===== src/bfs_pkg.sv =====
// Shared constants for the buck fault supervisor.
// Assumes a 50 MHz pclk and APB register access.
package bfs_pkg;
	localparam int CLK_MHZ = 50;
	localparam int CLK_NS = 1000 / CLK_MHZ;
	localparam int NRAIL = 3;
	localparam int NLDO = 2;
	localparam int HS_DELAY_NS = 110;
	localparam int HS_DELAY_CYC = (HS_DELAY_NS + CLK_NS - 1) / CLK_NS;
	localparam int RESTART_MS = 14;
	localparam int RESTART_CYC = RESTART_MS * 1000 * CLK_MHZ * 1000 / 1000;
	localparam int SYS_RESTART_MS = 100;
	localparam int SYS_RESTART_CYC = SYS_RESTART_MS * 1000 * CLK_MHZ;
	localparam int FOLD_US = 28;
	localparam int FOLD_CYC = FOLD_US * CLK_MHZ;
	localparam int LDO_SS_US = 275;
	localparam int LDO_SS_CYC = LDO_SS_US * CLK_MHZ;
	localparam int OC_RUN = 16;
	localparam logic [11:0] ADDR_CTRL = 12'h000;
	localparam logic [11:0] ADDR_MASK = 12'h004;
	localparam logic [11:0] ADDR_STAT = 12'h008;
	localparam logic [11:0] ADDR_LIVE = 12'h00C;
	localparam logic [11:0] ADDR_LDOEN = 12'h010;
	// CTRL fields
	localparam int CTRL_HSDLY = 0;
	localparam int CTRL_EDGE = 1;
	localparam int CTRL_BYPASS = 2;
	localparam logic [31:0] CTRL_RST = 32'h0000_0000;
	// STAT/MASK fields, 3 bits each (one per rail; UV and OV use only their low bit)
	localparam int ST_WARN = 0;
	localparam int ST_OC = 3;
	localparam int ST_UV = 6;
	localparam int ST_POK = 9;
	localparam int ST_OV = 12;
	localparam int ST_W = 15;
	localparam logic [14:0] MASK_RST = 15'h7FFF;
	typedef enum logic [1:0] {BFS_RUN, BFS_OFF, BFS_SYSFLT} bfs_state_t;
endpackage : bfs_pkg


===== src/bfs_top.sv =====
// Buck fault supervisor: phase control, current limit, fault restart, irq.
// Assumes comparator inputs are asynchronous; APB master on pclk.
// Behaviour
// - High-side delay bit delays top switch turn-on 6 cycles, about 120ns.
// - Edge bit selects rising or falling clock edge for turn-on.
// - Peak limit reached turns switch off for rest of cycle.
// - 75% limit for 16 cycles sets near-limit flag and interrupt.
// - Full limit for 16 cycles drives the interrupt.
// - 122.5% peak shuts rail at once, retries after 14ms.
// - Unmasked short enters system fault, all off, restart after 100ms.
// - Out of regulation over 28us after soft-start folds limit to 1.5A.
// - Overcurrent and short events latch flags until read.
// - Overcurrent mask suppresses interrupt and system fault reporting.
// - Bypass keeps low-side off; pass switch uses delay and soft-start.
// - Bypass overcurrent flag follows pass-switch current detector.
// - Bypass undervoltage flag follows 5.6A shutdown, system fault.
// - Bypass disables overvoltage detection for rail one.
// - LDO soft-start lasts fixed 275us on enable and after system faults.
// - Power-good interrupt holds until rail off or good, and read.
`timescale 1ns/1ns
module bfs_top #(
	parameter int RESTART_CYCLES = bfs_pkg::RESTART_CYC,
	parameter int SYS_CYCLES = bfs_pkg::SYS_RESTART_CYC,
	parameter int LDO_SS_CYCLES = bfs_pkg::LDO_SS_CYC
) (
	input wire logic pclk,
	input wire logic presetn,
	input wire logic psel,
	input wire logic penable,
	input wire logic pwrite,
	input wire logic [11:0] paddr,
	input wire logic [31:0] pwdata,
	output logic [31:0] prdata,
	output logic pready,
	output logic pslverr,
	input wire logic sw_clk,
	input wire logic [2:0] rail_en,
	input wire logic [2:0] cmp_warn,
	input wire logic [2:0] cmp_lim,
	input wire logic [2:0] cmp_short,
	input wire logic [2:0] out_of_reg,
	input wire logic [2:0] ss_done,
	input wire logic [2:0] pok_in,
	input wire logic ov_in,
	input wire logic [1:0] ldo_en_in,
	output logic [2:0] hs_on,
	output logic [2:0] ls_on,
	output logic [2:0] rail_on,
	output logic [2:0] foldback,
	output logic [1:0] ldo_ss,
	output logic fault_irq_n
);
	localparam int W = bfs_pkg::ST_W;
	// Two-flop synchronisers for all analog and pin inputs
	logic [21:0] s1, s2;
	always_ff @(posedge pclk or negedge presetn) begin
		if (!presetn) begin
			s1 <= '0;
			s2 <= '0;
		end else begin
			s1 <= {ldo_en_in, ov_in, pok_in, ss_done, out_of_reg, cmp_short,
				cmp_lim, cmp_warn, sw_clk};
			s2 <= s1;
		end
	end
	logic clk_s, ov_s;
	logic [2:0] warn_s, lim_s, short_s, oor_s, ssd_s, pok_s;
	logic [1:0] ldoen_s;
	assign {ldoen_s, ov_s, pok_s, ssd_s, oor_s, short_s, lim_s, warn_s,
		clk_s} = s2;
	// Rail enables are pins too, so they pass two flops as well
	logic [2:0] en_m, en_s;
	always_ff @(posedge pclk or negedge presetn) begin
		if (!presetn) begin
			en_m <= '0;
			en_s <= '0;
		end else begin
			en_m <= rail_en;
			en_s <= en_m;
		end
	end

	// Registers
	logic [31:0] ctrl;
	logic [W-1:0] mask, stat;
	bfs_pkg::bfs_state_t state;
	logic bypass;
	assign bypass = ctrl[bfs_pkg::CTRL_BYPASS];
	logic wr, rd;
	assign wr = psel && penable && pwrite;
	assign rd = psel && penable && !pwrite;
	always_ff @(posedge pclk or negedge presetn) begin
		if (!presetn) begin
			ctrl <= bfs_pkg::CTRL_RST;
			mask <= bfs_pkg::MASK_RST;
		end else if (wr && paddr == bfs_pkg::ADDR_CTRL) begin
			ctrl <= pwdata;
		end else if (wr && paddr == bfs_pkg::ADDR_MASK) begin
			mask <= pwdata[W-1:0];
		end
	end

	// Switching clock edge detect; selected edge starts a cycle
	logic clk_d;
	always_ff @(posedge pclk or negedge presetn) begin
		if (!presetn) begin
			clk_d <= 1'b0;
		end else begin
			clk_d <= clk_s;
		end
	end
	logic cyc_start;
	assign cyc_start = ctrl[bfs_pkg::CTRL_EDGE] ? (clk_d && !clk_s) :
		(!clk_d && clk_s);

	// Turn-on delay counter; latency of the synchroniser adds ~40ns
	logic [3:0] dly;
	logic [2:0] cut;
	always_ff @(posedge pclk or negedge presetn) begin
		if (!presetn) begin
			dly <= '0;
		end else if (cyc_start) begin
			dly <= ctrl[bfs_pkg::CTRL_HSDLY] ?
				4'(bfs_pkg::HS_DELAY_CYC) : 4'h0;
		end else if (dly != 4'h0) begin
			dly <= dly - 4'h1;
		end
	end
	always_ff @(posedge pclk or negedge presetn) begin
		if (!presetn) begin
			cut <= '0;
		end else if (cyc_start) begin
			cut <= '0;
		end else begin
			cut <= cut | lim_s;
		end
	end
	always_ff @(posedge pclk or negedge presetn) begin
		if (!presetn) begin
			hs_on <= '0;
			ls_on <= '0;
		end else begin
			for (int i = 0; i < 3; i++) begin
				hs_on[i] <= rail_on[i] && dly == 4'h0 && !cut[i] &&
					!lim_s[i];
				ls_on[i] <= rail_on[i] && !(i == 0 && bypass) &&
					!(dly == 4'h0 && !cut[i] && !lim_s[i]);
			end
		end
	end

	// Per-cycle run counters for warn and limit
	logic [4:0] wcnt [3];
	logic [4:0] lcnt [3];
	logic [2:0] wseen, lseen, warn_ev, lim_ev;
	always_ff @(posedge pclk or negedge presetn) begin
		if (!presetn) begin
			wseen <= '0;
			lseen <= '0;
			warn_ev <= '0;
			lim_ev <= '0;
			for (int i = 0; i < 3; i++) begin
				wcnt[i] <= '0;
				lcnt[i] <= '0;
			end
		end else begin
			warn_ev <= '0;
			lim_ev <= '0;
			if (cyc_start) begin
				wseen <= '0;
				lseen <= '0;
				for (int i = 0; i < 3; i++) begin
					wcnt[i] <= wseen[i] ? wcnt[i] + 5'h1 : 5'h0;
					lcnt[i] <= lseen[i] ? lcnt[i] + 5'h1 : 5'h0;
					warn_ev[i] <= wseen[i] &&
						wcnt[i] == 5'(bfs_pkg::OC_RUN - 1);
					lim_ev[i] <= lseen[i] &&
						lcnt[i] == 5'(bfs_pkg::OC_RUN - 1);
				end
			end else begin
				wseen <= wseen | warn_s;
				lseen <= lseen | lim_s;
			end
		end
	end

	// Short circuit: rail off, 14ms retry; unmasked goes system-wide
	logic [22:0] rcnt [3];
	logic [2:0] rail_off;
	logic [22:0] scnt;
	logic [2:0] short_ev;
	logic byp_trip, sys_trip;
	assign short_ev = short_s & rail_on;
	assign byp_trip = bypass && rail_on[0] && short_s[0];
	assign sys_trip = |(short_ev & ~mask[bfs_pkg::ST_OC +: 3]) ||
		(byp_trip && !mask[bfs_pkg::ST_UV]);
	always_ff @(posedge pclk or negedge presetn) begin
		if (!presetn) begin
			state <= bfs_pkg::BFS_RUN;
			scnt <= '0;
		end else begin
			unique case (state)
				bfs_pkg::BFS_RUN: begin
					if (sys_trip) begin
						state <= bfs_pkg::BFS_SYSFLT;
						scnt <= 23'(SYS_CYCLES - 1);
					end
				end
				bfs_pkg::BFS_SYSFLT, bfs_pkg::BFS_OFF: begin
					if (scnt == '0) begin
						state <= bfs_pkg::BFS_RUN;
					end else begin
						scnt <= scnt - 23'h1;
					end
				end
			endcase
		end
	end
	always_ff @(posedge pclk or negedge presetn) begin
		if (!presetn) begin
			rail_off <= '0;
			for (int i = 0; i < 3; i++) begin
				rcnt[i] <= '0;
			end
		end else begin
			for (int i = 0; i < 3; i++) begin
				if (short_ev[i]) begin
					rail_off[i] <= 1'b1;
					rcnt[i] <= 23'(RESTART_CYCLES - 1);
				end else if (rail_off[i]) begin
					if (rcnt[i] == '0) begin
						rail_off[i] <= 1'b0;
					end else begin
						rcnt[i] <= rcnt[i] - 23'h1;
					end
				end
			end
		end
	end
	always_ff @(posedge pclk or negedge presetn) begin
		if (!presetn) begin
			rail_on <= '0;
		end else begin
			rail_on <= (state == bfs_pkg::BFS_RUN && !sys_trip) ?
				en_s & ~rail_off & ~short_ev : 3'h0;
		end
	end

	// Foldback after 28us out of regulation
	logic [10:0] fcnt [3];
	always_ff @(posedge pclk or negedge presetn) begin
		if (!presetn) begin
			foldback <= '0;
			for (int i = 0; i < 3; i++) begin
				fcnt[i] <= '0;
			end
		end else begin
			for (int i = 0; i < 3; i++) begin
				if (!ssd_s[i] || !oor_s[i] || !rail_on[i]) begin
					fcnt[i] <= '0;
					foldback[i] <= 1'b0;
				end else if (fcnt[i] == 11'(bfs_pkg::FOLD_CYC)) begin
					foldback[i] <= 1'b1;
				end else begin
					fcnt[i] <= fcnt[i] + 11'h1;
				end
			end
		end
	end

	// LDO soft-start timers restart on enable and after system fault
	logic [13:0] lss [2];
	logic [1:0] ldo_prev;
	always_ff @(posedge pclk or negedge presetn) begin
		if (!presetn) begin
			ldo_ss <= '0;
			ldo_prev <= '0;
			for (int i = 0; i < 2; i++) begin
				lss[i] <= '0;
			end
		end else begin
			for (int i = 0; i < 2; i++) begin
				ldo_prev[i] <= ldoen_s[i] && state == bfs_pkg::BFS_RUN;
				if (!(ldoen_s[i] && state == bfs_pkg::BFS_RUN)) begin
					ldo_ss[i] <= 1'b0;
				end else if (!ldo_prev[i]) begin
					lss[i] <= 14'(LDO_SS_CYCLES - 1);
					ldo_ss[i] <= 1'b1;
				end else if (lss[i] != '0) begin
					lss[i] <= lss[i] - 14'h1;
				end else begin
					ldo_ss[i] <= 1'b0;
				end
			end
		end
	end

	// Sticky status, read clears; set wins over clear
	logic [W-1:0] set_ev, live;
	logic [2:0] pok_bad;
	always_comb begin
		pok_bad = rail_on & ssd_s & ~pok_s;
		set_ev = '0;
		set_ev[bfs_pkg::ST_WARN +: 3] = warn_ev;
		set_ev[bfs_pkg::ST_OC +: 3] = lim_ev | short_ev;
		if (bypass) begin
			set_ev[bfs_pkg::ST_OC] = lim_s[0] && rail_on[0];
			set_ev[bfs_pkg::ST_UV] = byp_trip;
		end
		set_ev[bfs_pkg::ST_POK +: 3] = pok_bad;
		set_ev[bfs_pkg::ST_OV] = ov_s && !bypass;
	end
	always_ff @(posedge pclk or negedge presetn) begin
		if (!presetn) begin
			stat <= '0;
		end else if (rd && paddr == bfs_pkg::ADDR_STAT) begin
			stat <= set_ev | pok_bad_hold(stat, pok_bad);
		end else begin
			stat <= stat | set_ev;
		end
	end
	// Power-good bits survive a read while the rail is still out of spec
	function automatic logic [W-1:0] pok_bad_hold(input logic [W-1:0] s,
		input logic [2:0] bad);
		logic [W-1:0] r;
		r = '0;
		r[bfs_pkg::ST_POK +: 3] = s[bfs_pkg::ST_POK +: 3] & bad;
		return r;
	endfunction : pok_bad_hold
	assign live = {2'b00, ov_s && !bypass, pok_s, 3'b000, lim_s, warn_s};

	always_ff @(posedge pclk or negedge presetn) begin
		if (!presetn) begin
			fault_irq_n <= 1'b1;
		end else begin
			fault_irq_n <= !(|(stat & ~mask));
		end
	end

	// APB answers in the access cycle; no wait states
	always_ff @(posedge pclk or negedge presetn) begin
		if (!presetn) begin
			prdata <= '0;
			pready <= 1'b0;
			pslverr <= 1'b0;
		end else begin
			pready <= psel && !penable;
			pslverr <= 1'b0;
			prdata <= '0;
			if (psel && !penable) begin
				unique case (paddr)
					bfs_pkg::ADDR_CTRL: prdata <= ctrl;
					bfs_pkg::ADDR_MASK: prdata <= {17'h0, mask};
					bfs_pkg::ADDR_STAT: prdata <= {17'h0, stat | set_ev};
					bfs_pkg::ADDR_LIVE: prdata <= {17'h0, live};
					bfs_pkg::ADDR_LDOEN: prdata <= {30'h0, ldo_ss};
					default: pslverr <= 1'b1;
				endcase
			end
		end
	end
endmodule : bfs_top


===== config.mk =====
export PLATFORM = sky130hd
export DESIGN_NAME = bfs_top
export DESIGN_NICKNAME = d
export VERILOG_FILES = /design/src/bfs_pkg.sv /design/src/bfs_top.sv
export SDC_FILE = /design/constraint.sdc
export NUM_CORES = 1
export LEC_CHECK = 0
export ABC_AREA = 0
export BUFFER_PORTS_ARGS = -buffer_cell sky130_fd_sc_hd__buf_4
export CAP_MARGIN = 25
export CELL_PAD_IN_SITES_DETAIL_PLACEMENT = 1
export CELL_PAD_IN_SITES_GLOBAL_PLACEMENT = 1
export CORE_ASPECT_RATIO = 0.9
export CORE_MARGIN = 2
export CORE_UTILIZATION = 52
export CTS_CLUSTER_DIAMETER = 150
export DETAILED_ROUTE_END_ITERATION = 10
export HOLD_SLACK_MARGIN = 0.1
export MAX_ROUTING_LAYER = met4
export PLACE_DENSITY_LB_ADDON = 0.15
export REMOVE_ABC_BUFFERS = 1
export SYNTH_ARGS = -nofsm -noshare
export SYNTH_HDL_FRONTEND = slang
export SYNTH_SLANG_ARGS = --single-unit

===== constraint.sdc =====
create_clock -name pclk -period 6.4 [get_ports pclk]
set_input_delay 1.28 -clock pclk [delete_from_list [all_inputs] [get_ports pclk]]
set_output_delay 1.28 -clock pclk [all_outputs]
set_load 0.05 [all_outputs]

# --- After elaboration in Yosys (flattened, before gate mapping) ---
# Cells that the tools add are included.
word_totals:
  register_bits: 371
  latch_bits: 0
  ramBits: 0
  rom_bits: 0
  inputBits: 74
  out_inout_bits: 49
  word_cells: 281
  memories: 0
classes:
  add_sub_neg: 16
  n_mul: 0
  n_div: 0
  order_cmp: 0
  eq_ne: 28
  n_shift: 0
  n_mux: 69
  bitwise_logic: 20
  n_reduce_logical: 104
op_table:
  columns: ["cell", "n"]
  rows:
  - ["$mux W23", 11]
  - ["$pmux W32 S5", 1]
  - ["$logic_not A23 Y1", 4]
  - ["$sub A23 B1 Y23 const B", 4]
  - ["$mux W11", 6]
  - ["$mux W14", 4]
  - ["$pmux W23 S2", 1]
  - ["$logic_and A1 B1 Y1", 42]
  - ["$add A11 B1 Y11 const B", 3]
  - ["$eq A11 B11 Y1 const B", 3]
  - ["$mux W32", 1]
  - ["$add A5 B1 Y5 const B", 6]
  - ["$eq A5 B4 Y1 const B", 6]
  - ["$mux W5", 6]
  - ["$reduce_bool A14 Y1", 2]
  - ["$sub A14 B1 Y14 const B", 2]
  - ["$logic_not A1 Y1", 26]
  - ["$mux W1", 26]
  - ["$eq A12 B4 Y1 const B", 2]
  - ["$and A3 B3 Y3", 7]
  - ["$mux W3", 7]
  - ["$ne A2 B2 Y1 const B", 9]
  - ["$reduce_and A2 Y1", 8]
  - ["$and A15 B15 Y15", 1]
  - ["27 further kinds", 49]

# --- Longest topological paths before layout ---
# Gate-level depths: netlist (run 1).
depth:
  depth_word: 7
  mapped_depth: 9
  depth_no_buf: 8

# --- Worst setup path after synthesis (run 1) ---
# Ideal clock, no wire load.
synth_timing:
  kind: "input -> register"
  start: "in paddr[9]"
  end: "reg ctrl[10]"
  setup_ns: 0.125
  t_arrival_ns: 3.069
  t_required_ns: 6.275
  setup_slack_ns: 3.206
  cell_stages: 5
  path_buffers: 1
  cell_sequence: "nor4_1 -> nand4_1 -> nor3_1 -> clkbuf_1 -> mux2_2"
synth_via:
  elab_chain_len: 2
synth_lines:
  columns: ["element", "line_no", "text"]
  rows:
  - ["start, declared", "bfs_top.sv:31", "input wire logic [11:0] paddr,"]
  - ["$logic_not A12 Y1", "bfs_top.sv:96", "end else if (wr && paddr == bfs_pkg::ADDR_CTRL) begin"]
  - ["$logic_and A1 B1 Y1", "bfs_top.sv:96", null]
  - ["end signal, assigned", "bfs_top.sv:94", "ctrl <= bfs_pkg::CTRL_RST;"]
  - ["end signal, assigned", "bfs_top.sv:97", "ctrl <= pwdata;"]
  - ["end, declared", "bfs_top.sv:84", "logic [31:0] ctrl;"]
# No other way between the ends.
# A chain may end at the register's enable or synchronous reset.

# --- Final worst setup path (run 1) ---
layout_timing:
  start: "in paddr[9]"
  end: "reg ctrl[26]"
# Same word-level chain as after synthesis.

==> results.json, run 1 <==
{
  "max-cap-violations": 0,
  "finalSetupViolations": 0,
  "synth_adder_area_share": 0.02142,
  "reg2reg_depth": 7,
  "tightest_slew_ps": 1025,
  "grt_max_degree": 164,
  "synth-seq-cells": 366,
  "cts_max_level": 2,
  "avgSynthCellArea_um2": 10.68,
  "nFillCells": 3305,
  "required_ps": 6810,
  "yosysSeqAreaShare": 0.5613,
  "synth_top_family_by_area": "simple AND/OR/NAND/NOR gates",
  "drt_first_pass_iters": 5,
  "vias": 12420,
  "min_from": "s1[5]",
  "hp-class": "flip-flop to flip-flop",
  "critPathLaunch": "paddr[9]",
  "clk_latency_ps": 540,
  "die_h_um": 172.2,
  "synth_compound_area_frac": 0.09893,
  "cts-root-buf": "clkbuf_16",
  "hpwl_um": 27660,
  "stdcell_count": 2089,
  "rsz0062_at_grt": "false",
  "hold_ws_ps": 344.0,
  "min_period_over_period": 0.6093,
  "synth-simple-area-share": 0.2106,
  "post_cts_buffers": 0,
  "crit_type": "primary input to flip-flop",
  "drc": 0,
  "drive_gt1_frac": 0.1720,
  "grt-ovfl-total": 0,
  "crit_end": "ctrl[26]",
  "netlist_instances": 1531,
  "synth_area_mm2": 0.01635,
  "ys_warn_count": 0,
  "synth_edf_count": 0,
  "setup_ws_ps": 2501,
  "synth.area.mux_share": 0.04744,
  "dp_cells": 2019,
  "cp_max_fo": 23,
  "antenna_found_initial": 0,
  "synth-main-ff-cell": "dfrtp_1",
  "drtIter0Drc": 767,
  "grt_usage": 0.2719,
  "place_area_mm2": 0.01769,
  "ioPinCount": 123,
  "worst_setup_path_start_kind": "primary input",
  "synth-xor-area-share": 0.03321,
  "async_flop_share": 1.000,
  "viasPerCell": 5.945,
  "cts_hold_buf": 0,
  "die_w_um": 190.9,
  "slew_headroom": 0.3096,
  "max_freq_mhz": 256.5,
  "multi_input_area_mm2": 0.006744,
  "period_needed_ps": 3899,
  "start_util": 0.5290,
  "path_clk_slew_ps": 60,
  "leakagePower_nw": 8.380,
  "yosysUniqueCellTypes": 74,
  "power.density_mw_per_mm2": 338.1,
  "ir_worst_vdd_v": 0.0002411,
  "cts_tree": "yes",
  "finalHoldViolations": 0,
  "final_area_mm2": 0.01899,
  "r2r_setup_slack_ps": 3120,
  "arrival_ps": 4310,
  "core_area_mm2": 0.03091,
  "ant_nets": 0,
  "port_buffers": 122,
  "setup_tns_ps": 0,
  "dieArea_mm2": 0.03288,
  "grt_pass1_vias": 13260,
  "place.gp.congestion": 0.8115,
  "antenna_cells": 0,
  "drt-total-wl_um": 42370,
  "cts_sinks": 366,
  "rows": 61,
  "r2r_start": "scnt[7]",
  "area_delta_synth_final_pct": 16.14,
  "cts.path.max_buffers": 3,
  "status": "complete, no violations",
  "nets": 1753,
  "seq_area_mm2": 0.009179,
  "grt_pass1_wl_um": 69450,
  "avgRoutedWirePerCell_um": 20.28,
  "finalMaxSlewViolations": 0,
  "r2r_end": "scnt[1]",
  "fin_skew_ps": 20.52,
  "pre_cts_ws_ps": 2034,
  "end_kind": "flip-flop",
  "cts_buffers": 39,
  "ctsResizeCount": 0
}
==> where the power goes <==
group	switching [W]	internal, W	total, W
Combinational	0.000626	0.000462	0.00109
Clock	0.000948	0.00138	0.00233
Sequential	0.000372	0.00263	0.00301
==> cells by family after synthesis <==
logic type,after synthesis
flip-flops,366
XOR/XNOR,62
buffers and inverters,112
multiplexers,71
AND/OR/NAND/NOR,647
adder cells (fa/ha/maj),28
AO/OA/AOI/OAI,245
==> worst max-delay path, stage by stage <==
cell and delay [ps]:
buf_4 110, nor4_1 530, nand4_1 700, nor3_2 840, buf_4 450, mux2_2 390
==> registers in the layout, indices dropped and copies added, names as in the netlist, 4 cells and up <==
register,cells
prdata,32
scnt,23
s2,22
wcnt,15
lss,28
s1,22
fcnt,33
ctrl,32
dly,4
mask,15
rcnt,69
lcnt,15
stat,11
==> worst min path at each step <==
stage / end / slack, ps / cells past startpoint
finish: s2[5] / 340 / 0
global route: en_s[2] / 350 / 0
CTS: s2[5] / 350 / 0
detailed placement: s2[5] / 340 / 0
global placement: s2[0] / 330 / 0
floorplan: en_s[0] / 330 / 0
==> metrics by stage <==
stage	power (W)	util
2_1_floorplan	0.003676	-
3_3_place_gp	0.004010	0.5722
3_5_place_dp	0.004097	0.5722
4_1_cts	0.006469	0.6144
5_1_grt	0.006767	0.6144
6_report	0.006421	0.6144
==> synth_stat cells, types with 28 or more instances <==
master | count | area (um2)
a21oi_1 | 53 | 265.3
clkbuf_1 | 48 | 180.2
dfrtp_1 | 350 | 8758
ha_1 | 28 | 350.3
inv_1 | 56 | 210.2
mux2_2 | 52 | 585.6
nand2_1 | 113 | 424.2
nand3_1 | 81 | 405.4
nor2_1 | 146 | 548.0
nor3_1 | 43 | 215.2
o21ai_0 | 55 | 275.3
o31ai_1 | 36 | 270.3
or3_1 | 36 | 225.2
or4_1 | 37 | 277.8
xnor2_1 | 35 | 306.5
==> area by class of cell <==
class | instances | share of cell area
clock inverters | 17 | 0.01034
repair buffers | 134 | 0.05468
well taps | 409 | 0.02695
inverters | 57 | 0.01127
multi-input cells | 1053 | 0.3551
clock buffers | 53 | 0.05837
flip-flops and latches | 366 | 0.4833
==> metal layers <==
layer | share of wire | global-route usage
met4 | 0.023 | 0.08123
met5 | 0 | -
met2 | 0.51 | 0.4622
met1 | 0.43 | 0.3442
met3 | 0.032 | 0.03308
==> layout by cell type, fill, tap and decap left out, drive strengths merged, types with 41 or more instances in the layout <==
cell type,instances
nor2,146
o21ai,56
buf,134
nor3,43
nand3,81
or4,41
inv,58
clkbuf,53
a21oi,53
nand2,113
mux2,52
dfrtp,350
(Power assumes the default switching activity.)
==> run 2: changes to the inputs <==
CORE_UTILIZATION = 48   (was 52)
clock period = 3.7 ns   (was 6.4 ns; I/O delays follow)
==> results.json, run 2 (synthesis gave the netlist of run 1 again) <==
{
  "status": "complete, no violations",
  "cp_max_fo": 13,
  "cts-root-buf": "clkbuf_16",
  "ant_nets": 0,
  "cts_sinks": 366,
  "worst_setup_path_start_kind": "flip-flop",
  "clk_latency_ps": 550,
  "end_kind": "flip-flop",
  "cts_hold_buf": 0,
  "avgRoutedWirePerCell_um": 19.14,
  "hp-class": "primary input to async pin",
  "period_needed_ps": 2867,
  "antenna_found_initial": 0,
  "p_int_w": 0.007857,
  "cp_cell_sequence": "or4_1 > or3_1 > nor4_4 > or2_2 > inv_2 > mux2_2",
  "rsz0062_at_grt": "false",
  "max_freq_mhz": 348.8,
  "crit_type": "flip-flop to flip-flop",
  "drtIter0Drc": 483,
  "required_ps": 4120,
  "routed-wl-met2_um": 20170,
  "r2r_start": "scnt[8]",
  "regMostFlops": "rcnt",
  "die_w_um": 198.6,
  "p_sw_w": 0.003306,
  "hpwl_um": 28140,
  "cp.buffers_inverters": 1,
  "ioPinCount": 123,
  "r2r_end": "scnt[1]",
  "ir_worst_vdd_v": 0.0004239,
  "vias": 12330,
  "r2r_setup_slack_ps": 830,
  "start_util": 0.4839,
  "drt-total-wl_um": 41350,
  "swShare": 0.2962,
  "nFillCells": 3660,
  "mostFrequentLayoutCell": "dfrtp_1",
  "grt_max_degree": 89,
  "crit_slowest_cell": "nor4_4",
  "viasPerCell": 5.707,
  "grt-ovfl-total": 0,
  "drt_first_pass_iters": 5,
  "rows": 64,
  "finalMaxSlewViolations": 0,
  "seqPwrFrac": 0.464,
  "post_cts_buffers": 0,
  "core_area_mm2": 0.03379,
  "dieArea_mm2": 0.03556,
  "min_period_over_period": 0.7748,
  "combinationalPowerShare": 0.168,
  "crit_family": "simple AND/OR/NAND/NOR gates",
  "leakagePower_nw": 8.490,
  "fin_skew_ps": 17.49,
  "drt-met1-wl_um": 18710,
  "port_buffers": 122,
  "drive_gt1_frac": 0.1779,
  "grt_usage": 0.2450,
  "slew_headroom": 0.4329,
  "finalSetupViolations": 0,
  "max-cap-violations": 0,
  "nets": 1768,
  "final_core_util": 0.5697,
  "arrival_ps": 3290,
  "cts_buffers": 40,
  "ctsResizeCount": 0,
  "grt_pass1_vias": 13070,
  "finalHoldViolations": 0,
  "antenna_cells": 0,
  "drc": 0,
  "largest_reg_flops": 69,
  "place.gp.congestion": 0.7954,
  "slowest_delay_ps": 660,
  "cts.path.max_buffers": 3,
  "cts_tree": "yes",
  "area_delta_synth_final_pct": 17.72,
  "tightest_slew_ps": 850.7,
  "wl_met3_um": 1233,
  "path_clk_slew_ps": 60,
  "final_cell_mix": "dfrtp_1, nor2_1, buf_4, nand2_1, nand3_1",
  "reg_top3": "rcnt (69), fcnt (33)",
  "maxUsedRoutingLayer": "met4",
  "grt_pass1_wl_um": 68030,
  "reg2reg_depth": 6,
  "clockPowerShare": 0.369,
  "cts_max_level": 2,
  "die_h_um": 179.1,
  "setup_tns_ps": 0,
  "power.density_mw_per_mm2": 579.9
}
run 2: cell type report:
type | count | area, um2 | area share
multi-input combinational | 1053 | 6744 | 0.3503
timing repair buffer | 148 | 1181 | 0.06135
clock buffer | 60 | 1177 | 0.06116
sequential | 366 | 9179 | 0.4768
clock inverter | 14 | 177.7 | 0.009229
inverter | 57 | 214.0 | 0.01111
tap | 462 | 578.1 | 0.03003
run 2: stage by stage:
| stage | power, W | hold WS (ps) | instance area (um2) | instances | worst slack, ps |
|---|---|---|---|---|---|
| floorplan | 0.006358 | 331.2 | 16120 | 1476 | -795.8 |
| global placement | 0.006956 | 332.2 | 17900 | 2086 | 878.2 |
| detailed placement | 0.007104 | 336.3 | 17900 | 2086 | 859.8 |
| CTS | 0.01128 | 244.5 | 19250 | 2160 | 843.9 |
| global route | 0.01180 | 276.0 | 19250 | 2160 | 652.3 |
| finish | 0.01116 | 232.3 | 19250 | 2160 | 833.1 |
run 2: worst max-delay path by stage:
stage / startpoint / end / slack (ps) / cells after the start
floorplan: paddr[9] / ctrl[0] / -800 / 4
global placement: paddr[9] / stat[3] / 880 / 7
detailed placement: scnt[7] / scnt[1] / 860 / 6
CTS: scnt[7] / scnt[17] / 840 / 6
global route: scnt[8] / scnt[17] / 650 / 6
finish: scnt[8] / scnt[1] / 830 / 6
run 2: routing by layer:
metal / GRT usage / up-vias
met4: 0.08085 / 0
met5: - / -
li1: - / 5761
met3: 0.03499 / 76
met2: 0.3996 / 161
met1: 0.3171 / 6329
run 2: power by group through the flow:
| stage | clock network, W | registers [W] | logic (W) |
|---|---|---|---|
| floorplan | 0 | 0.00507 | 0.00129 |
| global placement | 0 | 0.00519 | 0.00177 |
| detailed placement | 0 | 0.00522 | 0.00188 |
| CTS | 0.00421 | 0.00517 | 0.00190 |
| global route | 0.00437 | 0.00528 | 0.00215 |
| finish | 0.00411 | 0.00517 | 0.00187 |
==> run 3: changes to the inputs <==
ABC_AREA = 1   (was 0)
CORE_UTILIZATION = 41   (was 48)
clock period = 2.5 ns   (was 3.7 ns; I/O delays follow)
==> results.json, run 3 <==
{
  "crit_family": "buffers and inverters",
  "grt-ovfl-total": 0,
  "cp_max_fo": 27,
  "hpwl_um": 35540,
  "r2r_setup_slack_ps": 370,
  "slowest_delay_ps": 530,
  "cts_max_level": 2,
  "arrival_ps": 2610,
  "crit_type": "flip-flop to flip-flop",
  "dieArea_mm2": 0.04607,
  "max-cap-violations": 0,
  "finalHoldViolations": 0,
  "antenna_found_initial": 0,
  "p_int_w": 0.01302,
  "nets": 2542,
  "reg2reg_depth": 8,
  "status": "complete, no violations",
  "synthTopCellsByArea": "dfrtp_1, nand2_1, nor2_1",
  "ys_warn_count": 0,
  "combinationalPowerShare": 0.307,
  "yosysSeqAreaShare": 0.5045,
  "finalMaxSlewViolations": 0,
  "drc": 0,
  "cp_cell_sequence": "nand2_4 > inv_1 > nor2_1 > inv_1 > nand2_4 > inv_2 > o21ai_0 > o21ai_2",
  "r2r_start": "rail_on[0]",
  "drtIter0Drc": 670,
  "final_cell_mix": "nand2_1, dfrtp_1, nor2_1, inv_1, nand3_1",
  "grt_usage": 0.2289,
  "synth-main-ff-cell": "dfrtp_1",
  "antenna_cells": 0,
  "grt_pass1_wl_um": 83030,
  "clk_latency_ps": 570,
  "min_delay_path_depth": 3,
  "hold_ws_ps": 160.8,
  "ant_nets": 0,
  "drt_first_pass_iters": 4,
  "rsz0062_at_grt": "false",
  "area_delta_synth_final_pct": 18.30,
  "leakagePower_nw": 10.62,
  "r2r_end": "rcnt[46]",
  "cp.buffers_inverters": 3,
  "largest_reg_flops": 69,
  "avgSynthCellArea_um2": 8.000,
  "swShare": 0.3772,
  "yosysTopAreaCell": "dfrtp_1",
  "min_period_over_period": 0.8532,
  "finalSetupViolations": 0,
  "min_to": "ctrl[28]",
  "cts.path.max_buffers": 3,
  "ioPinCount": 123,
  "grt_max_degree": 64,
  "hp-class": "primary input to flip-flop",
  "rows": 73,
  "period_needed_ps": 2133,
  "yosysUniqueCellTypes": 52,
  "synth_area_mm2": 0.01819,
  "core_area_mm2": 0.04402,
  "clockPowerShare": 0.314,
  "async_flop_share": 1.000,
  "seqPwrFrac": 0.380,
  "cts_buffers": 42,
  "tightest_slew_ps": 578.7,
  "final_core_util": 0.4889,
  "p_sw_w": 0.007882,
  "grt_pass1_vias": 16470,
  "power.density_mw_per_mm2": 971.0,
  "vias": 15520,
  "die_w_um": 226.0,
  "start_util": 0.4132,
  "synthTopCellsByCount": "nand2_1, dfrtp_1, nor2_1, inv_1, nand3_1",
  "end_kind": "flip-flop",
  "setup_tns_ps": 0,
  "drive_gt1_frac": 0.1440,
  "fin_skew_ps": 17.35,
  "die_h_um": 203.8,
  "drt-total-wl_um": 49790,
  "min_from": "pwdata[28]",
  "synth-seq-cells": 366,
  "synthDominantCellAreaShare": 0.4814,
  "netlist_instances": 2274,
  "crit_slowest_cell": "dfrtp_1",
  "yosysMostFrequentCell": "nand2_1",
  "path_clk_slew_ps": 60,
  "slew_headroom": 0.6142,
  "regMostFlops": "rcnt",
  "viasPerCell": 5.051,
  "max_freq_mhz": 468.8,
  "cts_tree": "yes",
  "avgRoutedWirePerCell_um": 16.21,
  "synth_edf_count": 0,
  "post_cts_buffers": 0,
  "cts-root-buf": "clkbuf_16",
  "worst_setup_path_start_kind": "flip-flop",
  "reg_top3": "rcnt (69), fcnt (33)",
  "mostFrequentLayoutCell": "nand2_1",
  "port_buffers": 122,
  "required_ps": 2980,
  "place.gp.congestion": 0.8575,
  "ir_worst_vdd_v": 0.0004890,
  "cts_sinks": 366
}
[run 3: cell type report]
cell class              count  area (um2)
fillers                  5288       22500
inverters                 260       984.7
multi-input cells        1596        7675
well taps                 600       750.7
clock inverters            23       280.3
clock buffers              53        1184
repair buffers            174        1469
flip-flops and latches    366        9179
[run 3: per-stage QoR]
stage / power, W / setup WS (ps) / instance area, um2 / instances
floorplan: 0.01250 / -355.9 / 17840 / 2222
global placement: 0.01408 / 419.2 / 19790 / 2969
detailed placement: 0.01445 / 354.0 / 19790 / 2969
CTS: 0.02117 / 332.5 / 21520 / 3072
global route: 0.02256 / 151.5 / 21520 / 3072
finish: 0.02090 / 367.0 / 21520 / 3072
[run 3: how the worst max path moves through the flow]
stage	from	to	slack [ps]	depth (start not counted)
3_3_place_gp	rail_on[0]	rcnt[46]	420	8
6_report	rail_on[0]	rcnt[46]	370	8
5_1_grt	rcnt[23]	rcnt[23]	150	9
4_1_cts	rail_on[0]	rcnt[46]	330	8
2_1_floorplan	paddr[8]	ctrl[0]	-360	8
3_5_place_dp	rail_on[0]	rcnt[46]	350	8
[run 3: cell families after synthesis]
family | Yosys count | synth area share
adder cells (fa/ha/maj) | 28 | 0.01926
AND/OR/NAND/NOR | 1303 | 0.3125
AO/OA/AOI/OAI | 239 | 0.07744
XOR/XNOR | 26 | 0.01252
flip-flops | 366 | 0.5045
buffers and inverters | 312 | 0.07373
[run 3: power groups by stage]
stage / sequential [W] / clock [W] / combinational (W)
after floorplan: 0.00777 / 0 / 0.00473
after global placement: 0.00798 / 0 / 0.00610
after detailed placement: 0.00803 / 0 / 0.00642
after CTS: 0.00794 / 0.00674 / 0.00650
after global routing: 0.00810 / 0.00698 / 0.00748
final: 0.00794 / 0.00655 / 0.00641
[run 3: repair_timing]
action                    CTS  global route
gates resized for setup     0             0
hold endpoints to repair   78             0
hold buffers               27             0
[run 3: worst min-delay path, stage by stage]
cell and delay, ps:
buf_4 80, nand3_1 60, nand2_1 60
[run 3: layer usage]
metal / routed length (um) / share of wire / track usage / vias to the layer above
li1: - / - / - / 7615
met5: 0 / 0 / - / -
met3: 1425 / 0.029 / 0.03105 / 67
met1: 23300 / 0.47 / 0.2971 / 7688
met2: 24080 / 0.48 / 0.3782 / 147
met4: 988 / 0.020 / 0.06180 / 0
